===== src/irq_ctrl_pkg.sv =====
// Constants, register map and types for the two-level interrupt controller
// Contract
// [RQ1] Enable bit 7 gates every maskable source
// [RQ2] Primary enable holds seven per-source enables
// [RQ3] Primary level register picks high or low
// [RQ4] Secondary enables: interval, supply monitor, serial
// [RQ5] Secondary levels at bits six to four
// [RQ6] Software keeps secondary bit three at zero
// [RQ7] Reset values 00H, 00H, A0H; bit access
// [RQ8] High request preempts a low service routine
// [RQ9] Simultaneous levels: high served before low
// [RQ10] Same level never preempts a running routine
// [RQ11] Fixed polling order within one level
// [RQ12] Program counter pushed before the redirect
// [RQ13] Program counter loaded with fixed source vector
// [RQ14] Watchdog interrupt mode replaces watchdog reset
// [RQ15] Watchdog request is always high level
// [RQ16] Global enable never masks the watchdog
// [RQ17] Watchdog interrupts only with nonzero timeout
// [RQ18] Shared-vector flags are ORed into one
// [RQ19] Active level released by return from interrupt
package irq_ctrl_pkg;

  // ************************************************************
  // Register addresses and reset values
  // ************************************************************
  localparam logic [7:0] ADDR_ENABLE_PRIMARY    = 8'hA8; // Bit addressable
  localparam logic [7:0] ADDR_ENABLE_LEVEL_SEC  = 8'hA9; // Byte access only
  localparam logic [7:0] ADDR_LEVEL_PRIMARY     = 8'hB8; // Bit addressable
  localparam logic [7:0] RESET_ENABLE_PRIMARY   = 8'h00;
  localparam logic [7:0] RESET_ENABLE_LEVEL_SEC = 8'hA0;
  localparam logic [7:0] RESET_LEVEL_PRIMARY    = 8'h00;
  localparam logic [7:0] LEVEL_PRIMARY_RD_MASK  = 8'h7F; // Reserved top bit reads 0

  // ************************************************************
  // Field positions
  // ************************************************************
  localparam int GLOBAL_IRQ_ENABLE_BIT  = 7;
  localparam int ADC_IRQ_ENABLE_BIT     = 6;
  localparam int TIMER2_IRQ_ENABLE_BIT  = 5;
  localparam int UART_IRQ_ENABLE_BIT    = 4;
  localparam int TIMER1_IRQ_ENABLE_BIT  = 3;
  localparam int EXT1_IRQ_ENABLE_BIT    = 2;
  localparam int TIMER0_IRQ_ENABLE_BIT  = 1;
  localparam int EXT0_IRQ_ENABLE_BIT    = 0;
  localparam int ADC_IRQ_LEVEL_BIT      = 6;
  localparam int TIMER2_IRQ_LEVEL_BIT   = 5;
  localparam int UART_IRQ_LEVEL_BIT     = 4;
  localparam int TIMER1_IRQ_LEVEL_BIT   = 3;
  localparam int EXT1_IRQ_LEVEL_BIT     = 2;
  localparam int TIMER0_IRQ_LEVEL_BIT   = 1;
  localparam int EXT0_IRQ_LEVEL_BIT     = 0;
  localparam int INTERVAL_LEVEL_BIT     = 6;
  localparam int SUPPLY_LEVEL_BIT       = 5;
  localparam int SERIAL_LEVEL_BIT       = 4;
  localparam int INTERVAL_ENABLE_BIT    = 2;
  localparam int SUPPLY_ENABLE_BIT      = 1;
  localparam int SERIAL_ENABLE_BIT      = 0;

  // ************************************************************
  // Sources in polling order, first is served first
  // ************************************************************
  localparam int NUM_SRC   = 11;
  localparam int SRC_SUPPLY   = 0;
  localparam int SRC_WDOG     = 1;
  localparam int SRC_EXT0     = 2;
  localparam int SRC_ADC      = 3;
  localparam int SRC_TIMER0   = 4;
  localparam int SRC_EXT1     = 5;
  localparam int SRC_TIMER1   = 6;
  localparam int SRC_SERIAL   = 7;
  localparam int SRC_UART     = 8;
  localparam int SRC_TIMER2   = 9;
  localparam int SRC_INTERVAL = 10;

  // Vector address per source, indexed in polling order
  localparam logic [15:0] VECTOR_ADDR [0:NUM_SRC-1] = '{
    16'h0043, 16'h005B, 16'h0003, 16'h0033, 16'h000B, 16'h0013,
    16'h001B, 16'h003B, 16'h0023, 16'h002B, 16'h0053};

  // ************************************************************
  // Vectoring sequence states
  // ************************************************************
  typedef enum logic [1:0] {
    ST_IDLE    = 2'b00,
    ST_PUSH_LO = 2'b01,
    ST_PUSH_HI = 2'b10,
    ST_LOAD    = 2'b11
  } vec_state_t;

endpackage


===== src/first_request_pick.sv =====
// Fixed-order picker: finds the lowest-numbered active request
`timescale 1ns/1ps
module first_request_pick #(
  parameter int N = 11,
  parameter int W = 4
) (
  input  wire logic [N-1:0] req,   // Requests, bit 0 first
  output logic              any,   // At least one request
  output logic [W-1:0]      idx    // Index of first request
);

  // ************************************************************
  // Scan from last to first so the first one wins
  // ************************************************************
  always_comb begin
    idx = '0;
    for (int i = N - 1; i >= 0; i--) begin
      if (req[i]) begin
        idx = W'(i); // [RQ11]
      end
    end
  end

  // Any request present
  assign any = |req;

endmodule // first_request_pick


===== src/two_level_interrupt_controller.sv =====
// Two-level interrupt controller with register file and vectoring sequence
`timescale 1ns/1ps
module two_level_interrupt_controller (
  input  wire logic        clk,                  // Core clock
  input  wire logic        arst_n,               // Async reset, low active
  input  wire logic        ce,                   // Clock enable, freezes state
  // Register port
  input  wire logic [7:0]  sfr_addr,             // Byte register address
  input  wire logic        sfr_wr,               // Byte write strobe
  input  wire logic        sfr_rd,               // Byte read strobe
  input  wire logic [7:0]  sfr_wdata,            // Byte write data
  output logic [7:0]       sfr_rdata,            // Read data, registered
  output logic             sfr_hit,              // Address is ours
  input  wire logic [7:0]  bit_addr,             // Bit address
  input  wire logic        bit_wr,               // Bit write strobe
  input  wire logic        bit_wdata,            // Bit value
  // Peripheral flags
  input  wire logic        supply_monitor_flag,
  input  wire logic        watchdog_irq_flag,
  input  wire logic        watchdog_irq_mode,
  input  wire logic [3:0]  watchdog_timeout_sel, // Zero means no timeout
  input  wire logic        ext0_request_flag,
  input  wire logic        ext1_request_flag,
  input  wire logic        main_adc_ready_flag,
  input  wire logic        aux_adc_ready_flag,
  input  wire logic        timer0_overflow_flag,
  input  wire logic        timer1_overflow_flag,
  input  wire logic        timer2_overflow_flag,
  input  wire logic        timer2_external_flag,
  input  wire logic        spi_request_flag,
  input  wire logic        twowire_request_flag,
  input  wire logic        uart_receive_flag,
  input  wire logic        uart_transmit_flag,
  input  wire logic        interval_counter_flag,
  // Core side
  input  wire logic        instr_boundary,       // Core may take an interrupt
  input  wire logic        reti,                 // Return from interrupt pulse
  input  wire logic [15:0] pc_current,           // Program counter to save
  output logic             irq_pending,          // Serviceable request waits
  output logic             stack_push,           // Push stack_data this cycle
  output logic [7:0]       stack_data,           // Byte to push
  output logic             pc_load,              // Load pc_value this cycle
  output logic [15:0]      pc_value,             // Vector address
  output logic [10:0]      irq_taken,            // One-cycle pulse per source
  output logic             watchdog_reset_req,   // Watchdog resets device
  output logic             active_high,          // High routine running
  output logic             active_low            // Low routine running
);

  // ************************************************************
  // Register file
  // ************************************************************
  logic [7:0] interrupt_enable_primary;            // Enables and global bit
  logic [7:0] interrupt_enable_priority_secondary; // Secondary enables/levels
  logic [7:0] interrupt_level_primary;             // Primary levels

  // Address decode
  wire sel_en_pri  = (sfr_addr == irq_ctrl_pkg::ADDR_ENABLE_PRIMARY);
  wire sel_sec     = (sfr_addr == irq_ctrl_pkg::ADDR_ENABLE_LEVEL_SEC);
  wire sel_lvl_pri = (sfr_addr == irq_ctrl_pkg::ADDR_LEVEL_PRIMARY);
  assign sfr_hit = sel_en_pri | sel_sec | sel_lvl_pri;

  // Bit writes only reach the two bit-addressable registers
  wire bit_en_pri  = bit_wr && (bit_addr[7:3] == irq_ctrl_pkg::ADDR_ENABLE_PRIMARY[7:3]);
  wire bit_lvl_pri = bit_wr && (bit_addr[7:3] == irq_ctrl_pkg::ADDR_LEVEL_PRIMARY[7:3]);

  // Bit write merge value per register
  wire [7:0] bit_mask      = 8'h01 << bit_addr[2:0];
  wire [7:0] en_pri_bitval = bit_wdata ? (interrupt_enable_primary | bit_mask)
                                       : (interrupt_enable_primary & ~bit_mask);
  wire [7:0] lvl_pri_bitval = bit_wdata ? (interrupt_level_primary | bit_mask)
                                        : (interrupt_level_primary & ~bit_mask);

  // Next register values, byte write wins over bit write
  wire [7:0] next_en_pri = (sfr_wr && sel_en_pri) ? sfr_wdata :
                           bit_en_pri ? en_pri_bitval : interrupt_enable_primary;
  wire [7:0] next_lvl_pri = (sfr_wr && sel_lvl_pri) ? sfr_wdata :
                            bit_lvl_pri ? lvl_pri_bitval : interrupt_level_primary;
  wire [7:0] next_sec = (sfr_wr && sel_sec) ? sfr_wdata
                                            : interrupt_enable_priority_secondary;

  // Register storage with documented reset values
  always_ff @(posedge clk or negedge arst_n) begin
    if (!arst_n) begin
      interrupt_enable_primary            <= irq_ctrl_pkg::RESET_ENABLE_PRIMARY;   // RQ7
      interrupt_enable_priority_secondary <= irq_ctrl_pkg::RESET_ENABLE_LEVEL_SEC; // RQ7
      interrupt_level_primary             <= irq_ctrl_pkg::RESET_LEVEL_PRIMARY;    // RQ7
    end else if (ce) begin
      interrupt_enable_primary            <= next_en_pri;
      interrupt_enable_priority_secondary <= next_sec;
      interrupt_level_primary             <= next_lvl_pri;
    end
  end

  // Read mux, reserved top bit of primary levels reads zero
  wire [7:0] rd_mux = sel_en_pri  ? interrupt_enable_primary :
                      sel_sec     ? interrupt_enable_priority_secondary :
                      sel_lvl_pri ? (interrupt_level_primary &
                                     irq_ctrl_pkg::LEVEL_PRIMARY_RD_MASK) : 8'h00;

  // Registered read data
  always_ff @(posedge clk or negedge arst_n) begin
    if (!arst_n) begin
      sfr_rdata <= 8'h00;
    end else if (ce && sfr_rd) begin
      sfr_rdata <= rd_mux;
    end
  end

  // ************************************************************
  // Source requests, enables and levels in polling order
  // ************************************************************
  wire global_irq_enable = interrupt_enable_primary[irq_ctrl_pkg::GLOBAL_IRQ_ENABLE_BIT];
  wire wdog_req = watchdog_irq_flag && watchdog_irq_mode && // RQ14
                  (watchdog_timeout_sel != 4'h0);           // RQ17
  assign watchdog_reset_req = watchdog_irq_flag && !watchdog_irq_mode; // RQ14

  logic [10:0] raw_req; // Raw requests
  logic [10:0] src_en;  // Per-source enables
  logic [10:0] src_lvl; // One means high level

  // Shared-vector flags combine into one request
  assign raw_req[irq_ctrl_pkg::SRC_SUPPLY]   = supply_monitor_flag;
  assign raw_req[irq_ctrl_pkg::SRC_WDOG]     = wdog_req;
  assign raw_req[irq_ctrl_pkg::SRC_EXT0]     = ext0_request_flag;
  assign raw_req[irq_ctrl_pkg::SRC_ADC]      = main_adc_ready_flag | aux_adc_ready_flag; // RQ18
  assign raw_req[irq_ctrl_pkg::SRC_TIMER0]   = timer0_overflow_flag;
  assign raw_req[irq_ctrl_pkg::SRC_EXT1]     = ext1_request_flag;
  assign raw_req[irq_ctrl_pkg::SRC_TIMER1]   = timer1_overflow_flag;
  assign raw_req[irq_ctrl_pkg::SRC_SERIAL]   = spi_request_flag | twowire_request_flag; // RQ18
  assign raw_req[irq_ctrl_pkg::SRC_UART]     = uart_receive_flag | uart_transmit_flag; // RQ18
  assign raw_req[irq_ctrl_pkg::SRC_TIMER2]   = timer2_overflow_flag | timer2_external_flag; // RQ18
  assign raw_req[irq_ctrl_pkg::SRC_INTERVAL] = interval_counter_flag;

  // Enables: global bit gates all but the watchdog
  assign src_en[irq_ctrl_pkg::SRC_SUPPLY] = global_irq_enable && // RQ1
    interrupt_enable_priority_secondary[irq_ctrl_pkg::SUPPLY_ENABLE_BIT]; // RQ4
  assign src_en[irq_ctrl_pkg::SRC_WDOG] = 1'b1; // RQ16
  assign src_en[irq_ctrl_pkg::SRC_EXT0] = global_irq_enable &&
    interrupt_enable_primary[irq_ctrl_pkg::EXT0_IRQ_ENABLE_BIT]; // RQ2
  assign src_en[irq_ctrl_pkg::SRC_ADC] = global_irq_enable &&
    interrupt_enable_primary[irq_ctrl_pkg::ADC_IRQ_ENABLE_BIT]; // RQ2
  assign src_en[irq_ctrl_pkg::SRC_TIMER0] = global_irq_enable &&
    interrupt_enable_primary[irq_ctrl_pkg::TIMER0_IRQ_ENABLE_BIT]; // RQ2
  assign src_en[irq_ctrl_pkg::SRC_EXT1] = global_irq_enable &&
    interrupt_enable_primary[irq_ctrl_pkg::EXT1_IRQ_ENABLE_BIT]; // RQ2
  assign src_en[irq_ctrl_pkg::SRC_TIMER1] = global_irq_enable &&
    interrupt_enable_primary[irq_ctrl_pkg::TIMER1_IRQ_ENABLE_BIT]; // RQ2
  assign src_en[irq_ctrl_pkg::SRC_SERIAL] = global_irq_enable &&
    interrupt_enable_priority_secondary[irq_ctrl_pkg::SERIAL_ENABLE_BIT]; // RQ4
  assign src_en[irq_ctrl_pkg::SRC_UART] = global_irq_enable &&
    interrupt_enable_primary[irq_ctrl_pkg::UART_IRQ_ENABLE_BIT]; // RQ2
  assign src_en[irq_ctrl_pkg::SRC_TIMER2] = global_irq_enable &&
    interrupt_enable_primary[irq_ctrl_pkg::TIMER2_IRQ_ENABLE_BIT]; // RQ2
  assign src_en[irq_ctrl_pkg::SRC_INTERVAL] = global_irq_enable &&
    interrupt_enable_priority_secondary[irq_ctrl_pkg::INTERVAL_ENABLE_BIT]; // RQ4

  // Levels: watchdog is fixed high
  assign src_lvl[irq_ctrl_pkg::SRC_SUPPLY] =
    interrupt_enable_priority_secondary[irq_ctrl_pkg::SUPPLY_LEVEL_BIT]; // RQ5
  assign src_lvl[irq_ctrl_pkg::SRC_WDOG] = 1'b1; // RQ15
  assign src_lvl[irq_ctrl_pkg::SRC_EXT0] =
    interrupt_level_primary[irq_ctrl_pkg::EXT0_IRQ_LEVEL_BIT]; // RQ3
  assign src_lvl[irq_ctrl_pkg::SRC_ADC] =
    interrupt_level_primary[irq_ctrl_pkg::ADC_IRQ_LEVEL_BIT]; // RQ3
  assign src_lvl[irq_ctrl_pkg::SRC_TIMER0] =
    interrupt_level_primary[irq_ctrl_pkg::TIMER0_IRQ_LEVEL_BIT]; // RQ3
  assign src_lvl[irq_ctrl_pkg::SRC_EXT1] =
    interrupt_level_primary[irq_ctrl_pkg::EXT1_IRQ_LEVEL_BIT]; // RQ3
  assign src_lvl[irq_ctrl_pkg::SRC_TIMER1] =
    interrupt_level_primary[irq_ctrl_pkg::TIMER1_IRQ_LEVEL_BIT]; // RQ3
  assign src_lvl[irq_ctrl_pkg::SRC_SERIAL] =
    interrupt_enable_priority_secondary[irq_ctrl_pkg::SERIAL_LEVEL_BIT]; // RQ5
  assign src_lvl[irq_ctrl_pkg::SRC_UART] =
    interrupt_level_primary[irq_ctrl_pkg::UART_IRQ_LEVEL_BIT]; // RQ3
  assign src_lvl[irq_ctrl_pkg::SRC_TIMER2] =
    interrupt_level_primary[irq_ctrl_pkg::TIMER2_IRQ_LEVEL_BIT]; // RQ3
  assign src_lvl[irq_ctrl_pkg::SRC_INTERVAL] =
    interrupt_enable_priority_secondary[irq_ctrl_pkg::INTERVAL_LEVEL_BIT]; // RQ5

  // Requests split by level
  wire [10:0] hi_req = raw_req & src_en & src_lvl;
  wire [10:0] lo_req = raw_req & src_en & ~src_lvl;

  // ************************************************************
  // Polling within each level
  // ************************************************************
  logic       hi_any; // High request present
  logic [3:0] hi_idx; // First high request
  logic       lo_any; // Low request present
  logic [3:0] lo_idx; // First low request

  first_request_pick #(.N(11), .W(4)) u_pick_hi (
    .req (hi_req),
    .any (hi_any),
    .idx (hi_idx)
  );

  first_request_pick #(.N(11), .W(4)) u_pick_lo (
    .req (lo_req),
    .any (lo_any),
    .idx (lo_idx)
  );

  // ************************************************************
  // Nesting and acceptance
  // ************************************************************
  irq_ctrl_pkg::vec_state_t state;      // Vectoring sequence state
  irq_ctrl_pkg::vec_state_t next_state; // Next sequence state
  logic [15:0]              saved_pc;   // Program counter to push

  // High may preempt low but never another high
  wire hi_serviceable = hi_any && !active_high;                 // RQ8 RQ10
  wire lo_serviceable = lo_any && !active_high && !active_low;  // RQ10
  assign irq_pending = hi_serviceable || lo_serviceable;

  // Accept only at an instruction boundary while idle
  wire take_ok    = ce && (state == irq_ctrl_pkg::ST_IDLE) && instr_boundary;
  wire accept_hi  = take_ok && hi_serviceable;                  // RQ9
  wire accept_lo  = take_ok && !hi_serviceable && lo_serviceable; // RQ9
  wire accept     = accept_hi || accept_lo;
  wire [3:0] taken_idx = accept_hi ? hi_idx : lo_idx;

  // Active level tracking, taking a level wins over release
  always_ff @(posedge clk or negedge arst_n) begin
    if (!arst_n) begin
      active_high <= 1'b0;
      active_low  <= 1'b0;
    end else if (ce) begin
      if (accept_hi) begin
        active_high <= 1'b1;
      end else if (reti && active_high) begin
        active_high <= 1'b0; // RQ19
      end
      if (accept_lo) begin
        active_low <= 1'b1;
      end else if (reti && !active_high) begin
        active_low <= 1'b0; // RQ19
      end
    end
  end

  // ************************************************************
  // Vectoring sequence: push low, push high, load vector
  // ************************************************************
  always_comb begin
    case (state)
      irq_ctrl_pkg::ST_IDLE: begin
        next_state = accept ? irq_ctrl_pkg::ST_PUSH_LO : irq_ctrl_pkg::ST_IDLE;
      end
      irq_ctrl_pkg::ST_PUSH_LO: begin
        next_state = irq_ctrl_pkg::ST_PUSH_HI; // RQ12
      end
      irq_ctrl_pkg::ST_PUSH_HI: begin
        next_state = irq_ctrl_pkg::ST_LOAD; // RQ12
      end
      irq_ctrl_pkg::ST_LOAD: begin
        next_state = irq_ctrl_pkg::ST_IDLE;
      end
      default: begin
        next_state = irq_ctrl_pkg::ST_IDLE;
      end
    endcase
  end

  // State register
  always_ff @(posedge clk or negedge arst_n) begin
    if (!arst_n) begin
      state <= irq_ctrl_pkg::ST_IDLE;
    end else if (ce) begin
      state <= next_state;
    end
  end

  // Sequence strobes decode from state
  assign stack_push = (state == irq_ctrl_pkg::ST_PUSH_LO) ||
                      (state == irq_ctrl_pkg::ST_PUSH_HI);
  assign pc_load    = (state == irq_ctrl_pkg::ST_LOAD);

  // Captured program counter, vector and push byte
  always_ff @(posedge clk or negedge arst_n) begin
    if (!arst_n) begin
      saved_pc   <= 16'h0000;
      pc_value   <= 16'h0000;
      stack_data <= 8'h00;
    end else if (ce) begin
      if (accept) begin
        saved_pc   <= pc_current;
        pc_value   <= irq_ctrl_pkg::VECTOR_ADDR[taken_idx]; // RQ13
        stack_data <= pc_current[7:0];                      // RQ12
      end else if (state == irq_ctrl_pkg::ST_PUSH_LO) begin
        stack_data <= saved_pc[15:8];                       // RQ12
      end
    end
  end

  // One-cycle pulse naming the source taken
  always_ff @(posedge clk or negedge arst_n) begin
    if (!arst_n) begin
      irq_taken <= 11'h000;
    end else if (ce) begin
      irq_taken <= accept ? (11'h001 << taken_idx) : 11'h000;
    end
  end

  // ************************************************************
  // Assertions
  // ************************************************************
  global_mask_a: assert property (@(posedge clk) disable iff (!arst_n) // RQ1
    (accept && !global_irq_enable) |-> (taken_idx == 4'(irq_ctrl_pkg::SRC_WDOG)))
    else $error("maskable source taken with global enable off");

  wdog_unmasked_a: assert property (@(posedge clk) disable iff (!arst_n) // RQ16
    (take_ok && !active_high && wdog_req && !raw_req[irq_ctrl_pkg::SRC_SUPPLY])
    |-> (accept_hi && hi_idx == 4'(irq_ctrl_pkg::SRC_WDOG)))
    else $error("watchdog request not taken");

  high_first_a: assert property (@(posedge clk) disable iff (!arst_n) // RQ9
    (take_ok && hi_any && !active_high) |-> accept_hi)
    else $error("low request served before high");

  same_level_a: assert property (@(posedge clk) disable iff (!arst_n) // RQ10
    (active_low && accept) |-> accept_hi)
    else $error("low routine preempted by low request");

  preempt_low_a: assert property (@(posedge clk) disable iff (!arst_n) // RQ8
    (take_ok && active_low && !active_high && hi_any) |=> (active_high && stack_push))
    else $error("high request did not preempt low routine");

  poll_order_a: assert property (@(posedge clk) disable iff (!arst_n) // RQ11
    (accept_hi && hi_req[irq_ctrl_pkg::SRC_SUPPLY]) |-> (taken_idx == 4'h0))
    else $error("polling order violated");

  push_seq_a: assert property (@(posedge clk) disable iff (!arst_n) // RQ12
    accept |=> (stack_push && !pc_load && stack_data == saved_pc[7:0]))
    else $error("program counter not pushed in order");

  push_high_a: assert property (@(posedge clk) disable iff (!arst_n) // RQ12
    (state == irq_ctrl_pkg::ST_PUSH_HI) |-> (stack_push && stack_data == saved_pc[15:8]))
    else $error("high program counter byte not pushed second");

  vector_a: assert property (@(posedge clk) disable iff (!arst_n) // RQ13
    accept |=> (pc_value == irq_ctrl_pkg::VECTOR_ADDR[$past(taken_idx)]))
    else $error("wrong vector loaded");

  wdog_mode_a: assert property (@(posedge clk) disable iff (!arst_n) // RQ14
    watchdog_irq_flag |-> (watchdog_reset_req != watchdog_irq_mode))
    else $error("watchdog mode does not choose reset or interrupt");

  wdog_zero_a: assert property (@(posedge clk) disable iff (!arst_n) // RQ17
    (watchdog_timeout_sel == 4'h0) |-> !hi_req[irq_ctrl_pkg::SRC_WDOG])
    else $error("watchdog interrupt with zero timeout");

  level_release_a: assert property (@(posedge clk) disable iff (!arst_n) // RQ19
    (ce && reti && active_high && !accept_hi) |=> (!active_high && $stable(active_low)))
    else $error("return did not release the high level");

endmodule // two_level_interrupt_controller


===== config.mk =====
export PLATFORM = sky130hd
export DESIGN_NAME = two_level_interrupt_controller
export DESIGN_NICKNAME = d
export VERILOG_FILES = /design/src/irq_ctrl_pkg.sv /design/src/first_request_pick.sv /design/src/two_level_interrupt_controller.sv
export SDC_FILE = /design/constraint.sdc
export NUM_CORES = 1
export LEC_CHECK = 0
export ABC_AREA = 1
export BUFFER_PORTS_ARGS = -buffer_cell sky130_fd_sc_hd__buf_2
export CAP_MARGIN = 10
export CORE_ASPECT_RATIO = 0.9
export CORE_MARGIN = 8
export CORE_UTILIZATION = 57
export DETAILED_ROUTE_END_ITERATION = 16
export GPL_TIMING_DRIVEN = 1
export PLACE_DENSITY = 0.86
export SLEW_MARGIN = 40
export SYNTH_ARGS = -nofsm -noshare
export SYNTH_HDL_FRONTEND = slang
export SYNTH_HIERARCHICAL = 1
export SYNTH_SLANG_ARGS = --single-unit

===== constraint.sdc =====
create_clock -name clk -period 4.6 [get_ports clk]
set_input_delay 0.69 -clock clk [delete_from_list [all_inputs] [get_ports clk]]
set_output_delay 0.69 -clock clk [all_outputs]
set_load 0.05 [all_outputs]

==> results of run 1 <==
-- placed cells by master (no fill, tap or decap), drive strengths merged --
cell type,n
nor3,6
nand3,72
o21bai,1
clkbuf,9
conb,12
bufinv,2
a21oi,11
clkinvlp,1
nand2,274
clkinv,3
inv,69
nand4,17
o22ai,1
ha,4
nor4b,4
o21ai,19
a22oi,1
nor4,5
buf,109
nor2,51
a31oi,2
or2,3
dfstp,2
a211oi,1
dfrtp,65
and2,1
-- final cells by class --
type / instances / share of cell area (%)
sequential: 67 / 33.39
multi-input combinational: 485 / 43.87
timing repair buffer: 109 / 10.95
inverter: 69 / 5.151
clock buffer: 9 / 2.463
tap: 96 / 2.389
clock inverter: 6 / 1.791
-- cell families after synthesis --
| group | count (synthesis) | share of synthesized area (%) |
|---|---|---|
| adder cells (fa/ha/maj) | 4 | 1.177 |
| AND/OR/NAND/NOR | 433 | 44.69 |
| flip-flops | 67 | 39.48 |
| other | 1 | 0.08818 |
| AO/OA/AOI/OAI | 36 | 4.943 |
| buffers and inverters | 95 | 9.620 |
-- routing by layer --
metal  global-route usage (%)  part of all wire [%]  up-vias
li1                         -                     -     2205
met1                    30.07                    43     2006
met2                    37.23                    47      194
met4                    8.757                   1.9        0
met5                        0                     0        -
met3                    4.082                   8.1       22
-- power by group through the flow --
stage               clock [mW]  sequential, mW  combinational, mW
floorplan                    0           0.903              0.289
detailed placement           0           0.736              0.615
global route             0.575           0.737              0.674
global placement             0           0.735              0.598
CTS                      0.551           0.726              0.618
finish                   0.546           0.726              0.615
-- critical path, delay by kind of cell (launching register included) --
family / cells / cell delay [ps]
DFF: 1 / 490
AOI/OAI and AO/OA: 1 / 220
and+or+nand+nor: 4 / 990
buffers and inverters: 2 / 590
-- worst paths after layout --
check | endpoint | slack [ps]
max | irq_pending | 1270
max in group asynchronous | saved_pc[9] | 3520
max reg2reg | pc_value[3] | 1780
min reg2reg | sfr_rdata[7] | 480
min | asynchronous set/reset pin | 290
min in group clk | sfr_rdata[7] | 480
==> flow_results.org, run 1 <==
** Status
- The flow ran to the end, and the final reports show no timing, DRC or antenna violations.

** Place
- Once placement finished, the instance area stood at 4812 sq um.
- At the placement stage, the worst setup path has a slack of between 1500 and 2000 ps.
- Counting tap cells, the placed design contains a total of 826 instances.
- Routability-driven placement finished with a final weighted congestion of 0.9225.
- Detailed placement finished with a half-perimeter wire length of 9.229 mm.
- Buffers on Ports :: 108

** CTS
- The clock net in this run drives a total of 67 sinks.
- In this run, CTS created clock tree buffers numbering 9.
- Clock-pin slew was measured on the worst setup and hold paths at around 70 ps.
- PostCTS Resize Cnt :: 0
- Deepest clock path buffer count :: 2
- Count of hold buffers inserted by post-cts repair :: 0
- Buffer count from post-CTS setup fixing :: 0
- Clk_lat worst skew :: 350 ps
- TritonCTS built the clock tree.
- CTS built an H-tree with a depth of 3.
- Root Buffer Master :: clkbuf_8

** Global route
- After global routing the overflow that remains totals 0.
- The initial antenna violation count came to 0.
- Global router's overall resource usage :: 23.14%
- The first global-routing pass estimated between 15 and 20 mm of wire.
- The number of global-route vias before repair came to 4292.
- Entering global routing, the biggest net connects 35 pins.

** Power
- The analysis attributes to net switching a power of 0.7553 mW.
- Per report_power, the sequential group accounts for about two fifths of the total.
- Portion of total power attributed to combinational logic :: 32.6%
- Power density over the cells :: 375.4 nW/um^2
- Summing internal, switching and leakage power gives 1.888 mW.
- The share of total power dissipated in the clock network is 28.9%.
- Static Leak :: 2.899 nW
- Cell-internal power :: 1.133 mW
- Switching share of power :: 40.01%
- The worst-case IR drop observed on VDD is 0.0003350 V.

** Cells and area
- Across the whole layout, storage elements account for roughly 1700 sq um.
- For this run, the number of standard cells in the final layout without fillers is 841.
- Post-Route Utilization :: about two thirds
- 0 antenna diodes ended up in the layout.
- Count of filler cells inserted in the layout :: between 600 and 700
- In the final layout, the multi-input gates occupy 2206 sq um.
- Area delta synth->final :: 18.24%
- Share of post-route cells with drive strength above 1 :: 21.34%
- Summed area of non-filler cells in the final layout :: approximately 5000 sq um
- The net count of the finished layout is 814.

** Die
- Area of the core :: approximately 7400 sq um
- The initial utilization of the core area, before any placement, comes to 57.51%.
- The die is 97.95 um tall.
- The die covers 10490 sq um.
- Standard-cell row count :: 30
- Measured along the x axis, the die boundary spans around 110 um.
- I/O Pins :: 119

** Critical path
- The critical path in this run is classified as reg2out.
- Worst-path cell chain :: clkinv_1 -> nor4_1 -> nor3_4 -> nand3_1 -> nand2_1 -> o21ai_0 -> buf_2
- Type of origin of the critical path :: register
- The worst setup path is captured at an output pin.
- Measured in cells, the most critical reg-to-reg path has a length of 14.
- Data required time at the worst endpoint :: 3910 ps
- Critical Path AT :: 2640 ps
- Max stage delay on crit path :: 690 ps
- Along the worst path, the maximum fanout reaches 9.
- The slowest stage of the critical path belongs to the cell nor4_1.

** Synth
- For this run, asynchronously set or reset flops after synthesis account for 100.0%.
- Synthesis handed over a netlist of 636 instances.
- Netlist area before placement :: 4253 sq um
- After synthesis, flip-flops and latches occupy 39.48% of the total area.
- The top cell type by area accounts for between 30% and 40% of the synthesized area.
- Most instantiated cells after synthesis :: nand2_1, nand3_1, dfrtp_1
- Yosys mapped a number of flops with a built-in enable equal to 0.
- Library cell with the highest instance count after synthesis :: nand2_1
- Yosys attributes the largest share of cell area to dfrtp_1, nand2_1, nand3_1.
- Register bit count reported by yosys :: 67
- Summed over all instances, the cell type with the most area after synthesis is dfrtp_1.
- The Yosys step of the flow raised 6 warnings.
- Count of unique library cells instantiated by Yosys :: 39
- A synthesized cell averages 6.687 sq um.
- For this run, the leading register cell type out of synthesis is dfrtp_1.

** Route
- Via count :: 4427
- Number of vias per cell :: 5.264
- The first routing iteration left 329 violations.
- Total wire length after detailed routing :: 11.90 mm
- Count of nets left with antenna violations after detail routing :: 0
- Pre-antenna DRT Iters :: 5
- Dividing the detail-routed wire length by the instance count gives 14.15 um.
- Post-detailed-route DRC marker count :: 0

** STA
- The number of pins with negative max-slew slack in the final report was 0.
- Clock skew on the completed layout was measured at 7.177 ps.
- Derived from the worst setup path, the maximum achievable clock frequency is 300.7 MHz.
- Fin crit period :: 3326 ps
- Setup repair after global routing left no endpoint under its margin.
- Share of the clock period used by the worst path :: 72.30%
- Endpoints failing hold :: 0
- Setup violations remaining at the end of the flow were counted as 0.
- Setup slack on the critical path of the routed design comes to 1274 ps.
- Worst slew slack as a fraction of its limit :: 45.12%
- Summed over all failing endpoints, the final setup total negative slack is 0 ps.
- For the pin with the worst max-slew slack, the measured transition is 820.2 ps.
- Hold Worst Slack :: approximately 290 ps

** Hold path
- The worst hold path belongs to the class in2async.

** Job
- The tool flagged a number of max-cap violations equal to 0.
No activity file was read; power rests on OpenSTA's default activity.
==> run 2: changes to the inputs <==
--- a/config.mk
+++ b/config.mk
@@ -5,15 +5,15 @@
 export SDC_FILE = /design/constraint.sdc
 export NUM_CORES = 1
 export LEC_CHECK = 0
-export ABC_AREA = 1
+export ABC_AREA = 0
 export BUFFER_PORTS_ARGS = -buffer_cell sky130_fd_sc_hd__buf_2
 export CAP_MARGIN = 10
 export CORE_ASPECT_RATIO = 0.9
 export CORE_MARGIN = 8
-export CORE_UTILIZATION = 57
+export CORE_UTILIZATION = 48
 export DETAILED_ROUTE_END_ITERATION = 16
 export GPL_TIMING_DRIVEN = 1
-export PLACE_DENSITY = 0.86
+export PLACE_DENSITY = 0.78
 export SLEW_MARGIN = 40
 export SYNTH_ARGS = -nofsm -noshare
 export SYNTH_HDL_FRONTEND = slang
==> constraint.sdc (replaced) <==
create_clock -name clk -period 2.8 [get_ports clk]
set_input_delay 0.42 -clock clk [delete_from_list [all_inputs] [get_ports clk]]
set_output_delay 0.42 -clock clk [all_outputs]
set_load 0.05 [all_outputs]
==> run 2 against run 1 <==
  * Final cell count is 19% lower
  * Clock skew up 4.7 ps
  * Sequential power is 75% higher
  * Global-route usage down 2.4 points
  * Via count fell by 11%
  * Combinational power increased by 84%
  * Flip-flop and latch count unchanged
  * Critical path type unchanged
  * Critical endpoint unchanged
  * Highest routed layer unchanged
==> flow_results.org, run 2 <==
** Critical path
- Critical Path AT :: 2240 ps
- Endpoint type of the worst setup path :: output pin
- Of all nets on the critical path, the largest fanout is 12.
- By startpoint and endpoint, the worst setup path is classified as reg2out.
- In this design, the stage delay of the slowest critical-path cell is 460 ps.
- Worst-path cell chain :: nand3_1 -> nor2_1 -> nor4_2 -> nand4_1 -> buf_4 -> inv_1 -> a21oi_1 -> clkbuf_4
- Type of origin of the critical path :: register
- Slowest-stage cell, CP :: dfrtp_2
- For the worst setup path, the data required time is 2380 ps.

** CTS
- In this run, post-CTS hold repair placed 0 buffers.
- Clock-pin slew was measured on the worst setup and hold paths at 80 ps.
- CTS Buf Count :: 9
- The tree is rooted in a clkbuf_8.
- Counting along the longest clock path gives a buffer depth of 2.
- Total number of clock tree sinks :: 67
- TritonCTS built the clock tree.
- Clk_lat worst skew :: ~340 ps
- Number of H-tree branching levels :: 3

** Status
- The flow ran to the end, and the final reports show no timing, DRC or antenna violations.

** STA
- Endpoints failing hold :: 0
- Hold Worst Slack :: 122.6 ps
- Unrepaired setup endpoints after global routing :: true
- Subtracting the final worst setup slack from the clock period gives roughly 2700 ps.
- Worst slew slack as a fraction of its limit :: ~51%
- Final clock skew :: between 10 and 15 ps
- The number of pins with negative max-slew slack in the final report is 0.
- Transition at the pin with the smallest max-transition slack :: 729.8 ps
- Timing would allow up to 376.4 MHz.
- Setup violations remaining at the end of the flow were counted as 0.
- After layout, the worst path uses between 90 and 100% of the clock period.

** Power
- Total power of the final layout :: 3.256 mW
- In this run the power density over the cells is between 600 and 700 nW/um^2.
- In this run the static leakage power is about 2.5 nW.
- Maximum vdd drop :: between 0.0004 and 0.0005 V

** Die
- Area of the die :: approximately 12000 sq um
- Horizontal extent of the die :: 113.7 um
- The core region is 8448 sq um.
- Die outline height :: 103.9 um
- I/O Pins :: between 100 and 150
- Initial cell density of the core :: approximately half
- Standard-cell row count :: 32

** Synth
- The most common cell in the synthesized netlist is dfrtp_1.
- Most used flip-flop cell after synthesis :: dfrtp_1
- Cells after synthesis :: 432
- Counting flops with an async set or reset pin after synthesis yields a share of 100.0%.
- Yosys mapped the design onto 54 distinct sky130hd cell types.
- dfrtp_1 takes more of the synthesized area than any other cell.
- Number of warnings issued by yosys :: 6
- The synthesized design contains 0 enable-type register cells.
- Dividing the synthesized area by the synthesized cell count gives 9.546 sq um.
- Most instantiated cells after synthesis :: dfrtp_1, nor2_1, nand2_1
- The synthesized design devotes to its leading area cell type 39.44% of total area.
- Netlist area before placement :: 4124 sq um
- Sequential elements use ~41% of the synthesized area.
- Synthesis inferred 67 register bits.
- By area the synthesized netlist is led by dfrtp_1, mux2_2, mux2i_1.

** Route
- After detailed routing, the number of vias per cell comes to 5.826.
- For this block, the via count after detailed routing is between 3000 and 4000.
- Wires add up to 12.12 mm.
- Count of nets left with antenna violations after detail routing :: 0
- Pre-antenna DRT Iters :: 7
- Post-detailed-route DRC marker count :: 0
- The first routing iteration left 318 violations.
- Detailed-route wire length per cell :: around 18 um

** Cells and area
- The post-route netlist has 33.75% of its cells at a drive strength greater than 1.
- Leading cell type in the layout, fill and taps excluded :: buf_2
- After the last flow step, the layout net total stands at 628.
- Count of filler cells inserted in the layout :: 744
- Antenna diode count :: 0
- In the layout the commonest cells are buf_2, dfrtp_1, nor2_1, nand2_1, mux2_2.
- Once layout is complete, the cells apart from fillers number 679.
- Area delta synth->final :: 24.06%

** Place
- Half-perimeter wire length of the detailed placement result :: 9.452 mm
- Buffers on Ports :: 108
- Routability-driven placement finished with a final weighted congestion of 0.9167.
- In this run, placement finished with an instance count of between 600 and 700.

** Global route
- Via count of the first global-routing pass :: 4007
- First-pass GRT wire length :: 19.81 mm
- Antenna violations before repair :: 0
- GRT Residual Overflow :: 0
- Entering global routing, the biggest net connects 38 pins.
- For this run, the total global-route usage over all layers was measured as 20.70%.

** Hold path
- In this run the worst hold path is classified as in2async.

** Job
- Max-cap violations in this run came to 0.
[run 2: changes by cell type in the layout (fill, tap and decap cells not counted), moves of 9 or more]
cell,before,now
mux2i_1,0,22
nand2_1,272,32
inv_1,54,26
nand3_1,69,9
a211o_1,0,12
nand4_1,17,4
nor2b_1,0,9
inv_2,14,0
mux2_2,0,27
buf_4,2,17
nor3_1,2,14
[run 2: power breakdown]
group | internal (mW) | switching, mW | leakage, nW
Sequential | 1.15 | 0.120 | 0.875
Combinational | 0.355 | 0.774 | 1.56
Clock | 0.463 | 0.390 | 0.106
[run 2: worst max-delay path: cells and delay by family (launching register included)]
kind / cells / cell delay [ps]
simple gates: 4 / 790
buf+inv: 3 / 560
flops: 1 / 460
compound gates: 1 / 80
[run 2: layout make-up]
type	count	area, sq um	area share [%]
well taps	119	148.9	2.910
clock buffers	11	151.4	2.959
inverters	26	97.59	1.908
clock inverters	5	60.06	1.174
repair buffers	128	715.7	13.99
multi-input cells	323	2262	44.22
flip-flops and latches	67	1680	32.84
[run 2: repair_timing]
item                       CTS  global route
setup endpoints to repair    1             7
gates resized for setup      1             8
setup buffers                0             3
pin swaps                    0             1
[run 2: logic make-up (layout without fill, tap and decap cells)]
| kind of cell | count (synthesis) | count (layout) | synth area share [%] |
|---|---|---|---|
| buffers and inverters | 54 | 170 | 6.462 |
| flip-flops | 67 | 67 | 40.72 |
| adder cells (fa/ha/maj) | 4 | 4 | 1.214 |
| multiplexers | 49 | 49 | 12.71 |
| AND/OR/NAND/NOR | 159 | 159 | 20.75 |
| other | 1 | 13 | 0.09093 |
| XOR/XNOR | 2 | 2 | 0.4248 |
| AO/OA/AOI/OAI | 96 | 96 | 17.63 |
[run 2: metrics by stage]
| step | setup WS [ps] | instance area (sq um) | TNS (ps) | util, % |
|---|---|---|---|---|
| 2_1_floorplan | 306.5 | 4169 | 0 | - |
| 3_3_place_gp | 222.7 | 4846 | 0 | 57.36 |
| 3_5_place_dp | 101.8 | 4846 | 0 | 57.36 |
| 4_1_cts | 46.89 | 5064 | 0 | 59.94 |
| 5_1_grt | -61.60 | 5116 | -88.94 | 60.56 |
| 6_report | 143.6 | 5116 | 0 | 60.56 |
[run 2: worst paths after layout]
path / end / slack, ps / cells after the start
min: asynchronous set/reset pin / 120 / 1
max reg2reg: pc_value[3] / 180 / 10
min reg2reg: sfr_rdata[6] / 480 / 2
min in group clk: saved_pc[15] / 310 / 2
max in group asynchronous: interrupt_enable_priority_secondary[5] / 1970 / 2
max: irq_pending / 140 / 8
[run 2: routing by layer]
metal  GRT usage (%)  wire (um)  vias up
li1                -          -     1814
met1           25.64       4963     1896
met2           33.66       5818      211
met3           4.701       1021       35
met4           8.935        320        0
met5               0          0        -
==> run 3: changes to the inputs <==
--- a/config.mk
+++ b/config.mk
@@ -10,10 +10,10 @@
 export CAP_MARGIN = 10
 export CORE_ASPECT_RATIO = 0.9
 export CORE_MARGIN = 8
-export CORE_UTILIZATION = 48
+export CORE_UTILIZATION = 41
 export DETAILED_ROUTE_END_ITERATION = 16
 export GPL_TIMING_DRIVEN = 1
-export PLACE_DENSITY = 0.78
+export PLACE_DENSITY = 0.68
 export SLEW_MARGIN = 40
 export SYNTH_ARGS = -nofsm -noshare
 export SYNTH_HDL_FRONTEND = slang
==> run 3 against run 2 <==
  * Clock power is 29% higher
  * Combinational power hardly changed
  * Final area is 0.83% higher
  * Maximum frequency is 0.56% lower
==> flow_results.org, run 3 (synthesis gave the netlist of run 2 again) <==
** Status
- The flow ran to the end, and the final reports show no timing, DRC or antenna violations.

** CTS
- Number of H-tree branching levels :: 3
- CTS tree :: yes
- The tree is rooted in a clkbuf_8.
- Clock-pin slew was measured on the worst setup and hold paths at 80 ps.
- Total number of clock tree sinks :: 67
- Clk_lat worst skew :: about 350 ps
- Deepest clock path buffer count :: 2
- In this run, CTS created clock tree buffers numbering 9.

** STA
- Number of pins exceeding their max-slew limit in the final report :: 0
- Fin crit period :: roughly 2700 ps
- Setup repair after global routing could not meet its margin everywhere.
- Worst Slack Setup Final :: 128.7 ps
- Of the available clock period, the critical path in the final layout requires 95.40%.
- Setup violations, final :: 0
- In the final timing run, aggregate negative setup slack is 0 ps.
- Final clock skew :: 11.75 ps
- Max frequency :: 374.4 MHz
- For the pin with the worst max-slew slack, the measured transition is 613.4 ps.
- The number of hold violations in the final report came to 0.
- Worst slew slack as a fraction of its limit :: 58.79%

** Cells and area
- Post-Route Utilization :: 52.95%
- Antenna diode count :: 0
- The area growth from synthesis to layout is 25.09%.
- Top library cells by usage in the layout, fill and taps aside :: buf_2, dfrtp_1, nor2_1, nand2_1, mux2_2
- Leading cell type in the layout, fill and taps excluded :: buf_2
- Share of post-route cells with drive strength above 1 :: about a third
- In the final design database the tool counted about 630 nets.
- Once layout is done, the placed cells without fillers occupy 5159 sq um.

** Die
- Horizontal extent of the die :: 121.7 um
- In this run the count of I/O pins placed on the die edge is 119.
- Standard-cell row count :: 34
- The total area inside the core boundary comes to 9742 sq um.
- Once the floorplan was initialized, standard cells occupied 42.33% of the core.
- The die covers roughly 14000 sq um.
- The floorplan step set the die height to 111.1 um.

** Route
- Post-detailed-route DRC marker count :: 0
- Total wire length after detailed routing :: 12.17 mm
- Via count :: 3730
- Pre-antenna DRT Iters :: 4
- The detailed router finished its first iteration with approximately 300 violations.
- After detailed routing, the number of vias per cell comes to roughly 5.5.
- The count of nets left with antenna violations once routing finished came out at 0.
- Detailed-route wire length per cell :: 17.79 um

** Critical path
- STA classifies the critical path startpoint as a register.
- Walking the worst path, the cells encountered are o211ai_1 -> nor2_1 -> nor4_1 -> nand4_1 -> nand2b_1 -> a21oi_1 -> clkbuf_4.
- The number of buffers and inverters on the critical path is 1.
- Critical setup path kind :: reg2out
- Critical Path AT :: ~2300 ps
- For the worst setup path, the data required time is 2380 ps.
- Worst-path maximum fanout :: 12
- Max stage delay on crit path :: ~500 ps
- The worst setup path is captured at an output pin.
- Category of cells accounting for the largest share of critical-path delay :: simple AND/OR/NAND/NOR gates
- Counting cells, the worst reg-to-reg path comes to 9.
- The setup check on the worst reg-to-reg path leaves a slack of 160 ps.
- For this design, the slowest cell found on the critical path is dfrtp_2.
- End of the worst register-to-register path :: pc_value[3]

** Job
- Count of max-cap constraint violations :: 0

** Global route
- Via count of the first global-routing pass :: 3731
- Antenna violations before repair :: 0
- The total overflow left after global routing is 0.
- Pin count of the biggest net entering global routing :: 36
- Global router's overall resource usage :: 18.14%
- The first global-routing pass estimated 19.59 mm of wire.

** Place
- The placed instances occupy a cell area of 4855 sq um.
- The congestion estimate from routability-driven global placement came to just over 0.9.
- During placement, the flow inserted port buffers numbering 108.
- Prior to clock tree synthesis, the placed netlist has a worst setup slack of 71.01 ps.
- Summed over all nets, the half-perimeter wirelength after detailed placement is 9.589 mm.

** Power
- Maximum vdd drop :: 0.0005194 V
- Summed over all cells, the static leakage comes to 2.560 nW.
- Power density over the cells :: 679.2 nW/um^2

** Hold path
- Kind of path behind the tightest hold check :: in2async
-- run 3: worst max path at each step --
stage,start,endpoint,cells after the start
floorplan,register,saved_pc[10],9
detailed placement,register,pc_value[3],9
finish,register,irq_pending,7
global route,register,irq_pending,8
CTS,register,irq_pending,8
global placement,register,pc_value[3],9
-- run 3: report_power, final --
| part | internal, mW | total [mW] | switching (mW) | leakage (nW) |
|---|---|---|---|---|
| clock network | 0.689 | 1.10 | 0.414 | 0.134 |
| registers | 1.15 | 1.28 | 0.126 | 0.875 |
| logic | 0.351 | 1.12 | 0.771 | 1.55 |
-- run 3: area by class of cell --
cell class | instances | area, sq um
Fill cell | 919 | 4583
Multi-Input combinational cell | 323 | 2243
Sequential cell | 67 | 1680
Timing Repair Buffer | 126 | 705.7
Tap cell | 126 | 157.7
Clock inverter | 7 | 146.4
Clock buffer | 9 | 123.9
Inverter | 26 | 101.3
-- run 3: metrics by stage --
stage,total power [mW],instances,hold slack [ps]
2_1_floorplan,2.103,444,124.4
4_1_cts,3.528,683,162.9
5_1_grt,3.669,684,37.75
3_3_place_gp,2.390,667,468.3
3_5_place_dp,2.423,667,470.9
6_report,3.504,684,0.6713
-- run 3: layer usage --
metal | vias up | track usage, % | share of wire [%]
li1 | 1800 | - | -
met1 | 1778 | 24.27 | 44
met2 | 138 | 27.87 | 46
met3 | 14 | 4.175 | 8.6
met4 | 0 | 6.327 | 1.3
met5 | - | 0 | 0
-- run 3: timing repair --
action | in CTS | in global routing
setup buffers | 0 | 1
setup endpoints to repair | 1 | 1
resized for setup | 2 | 6
hold buffers | 0 | 0
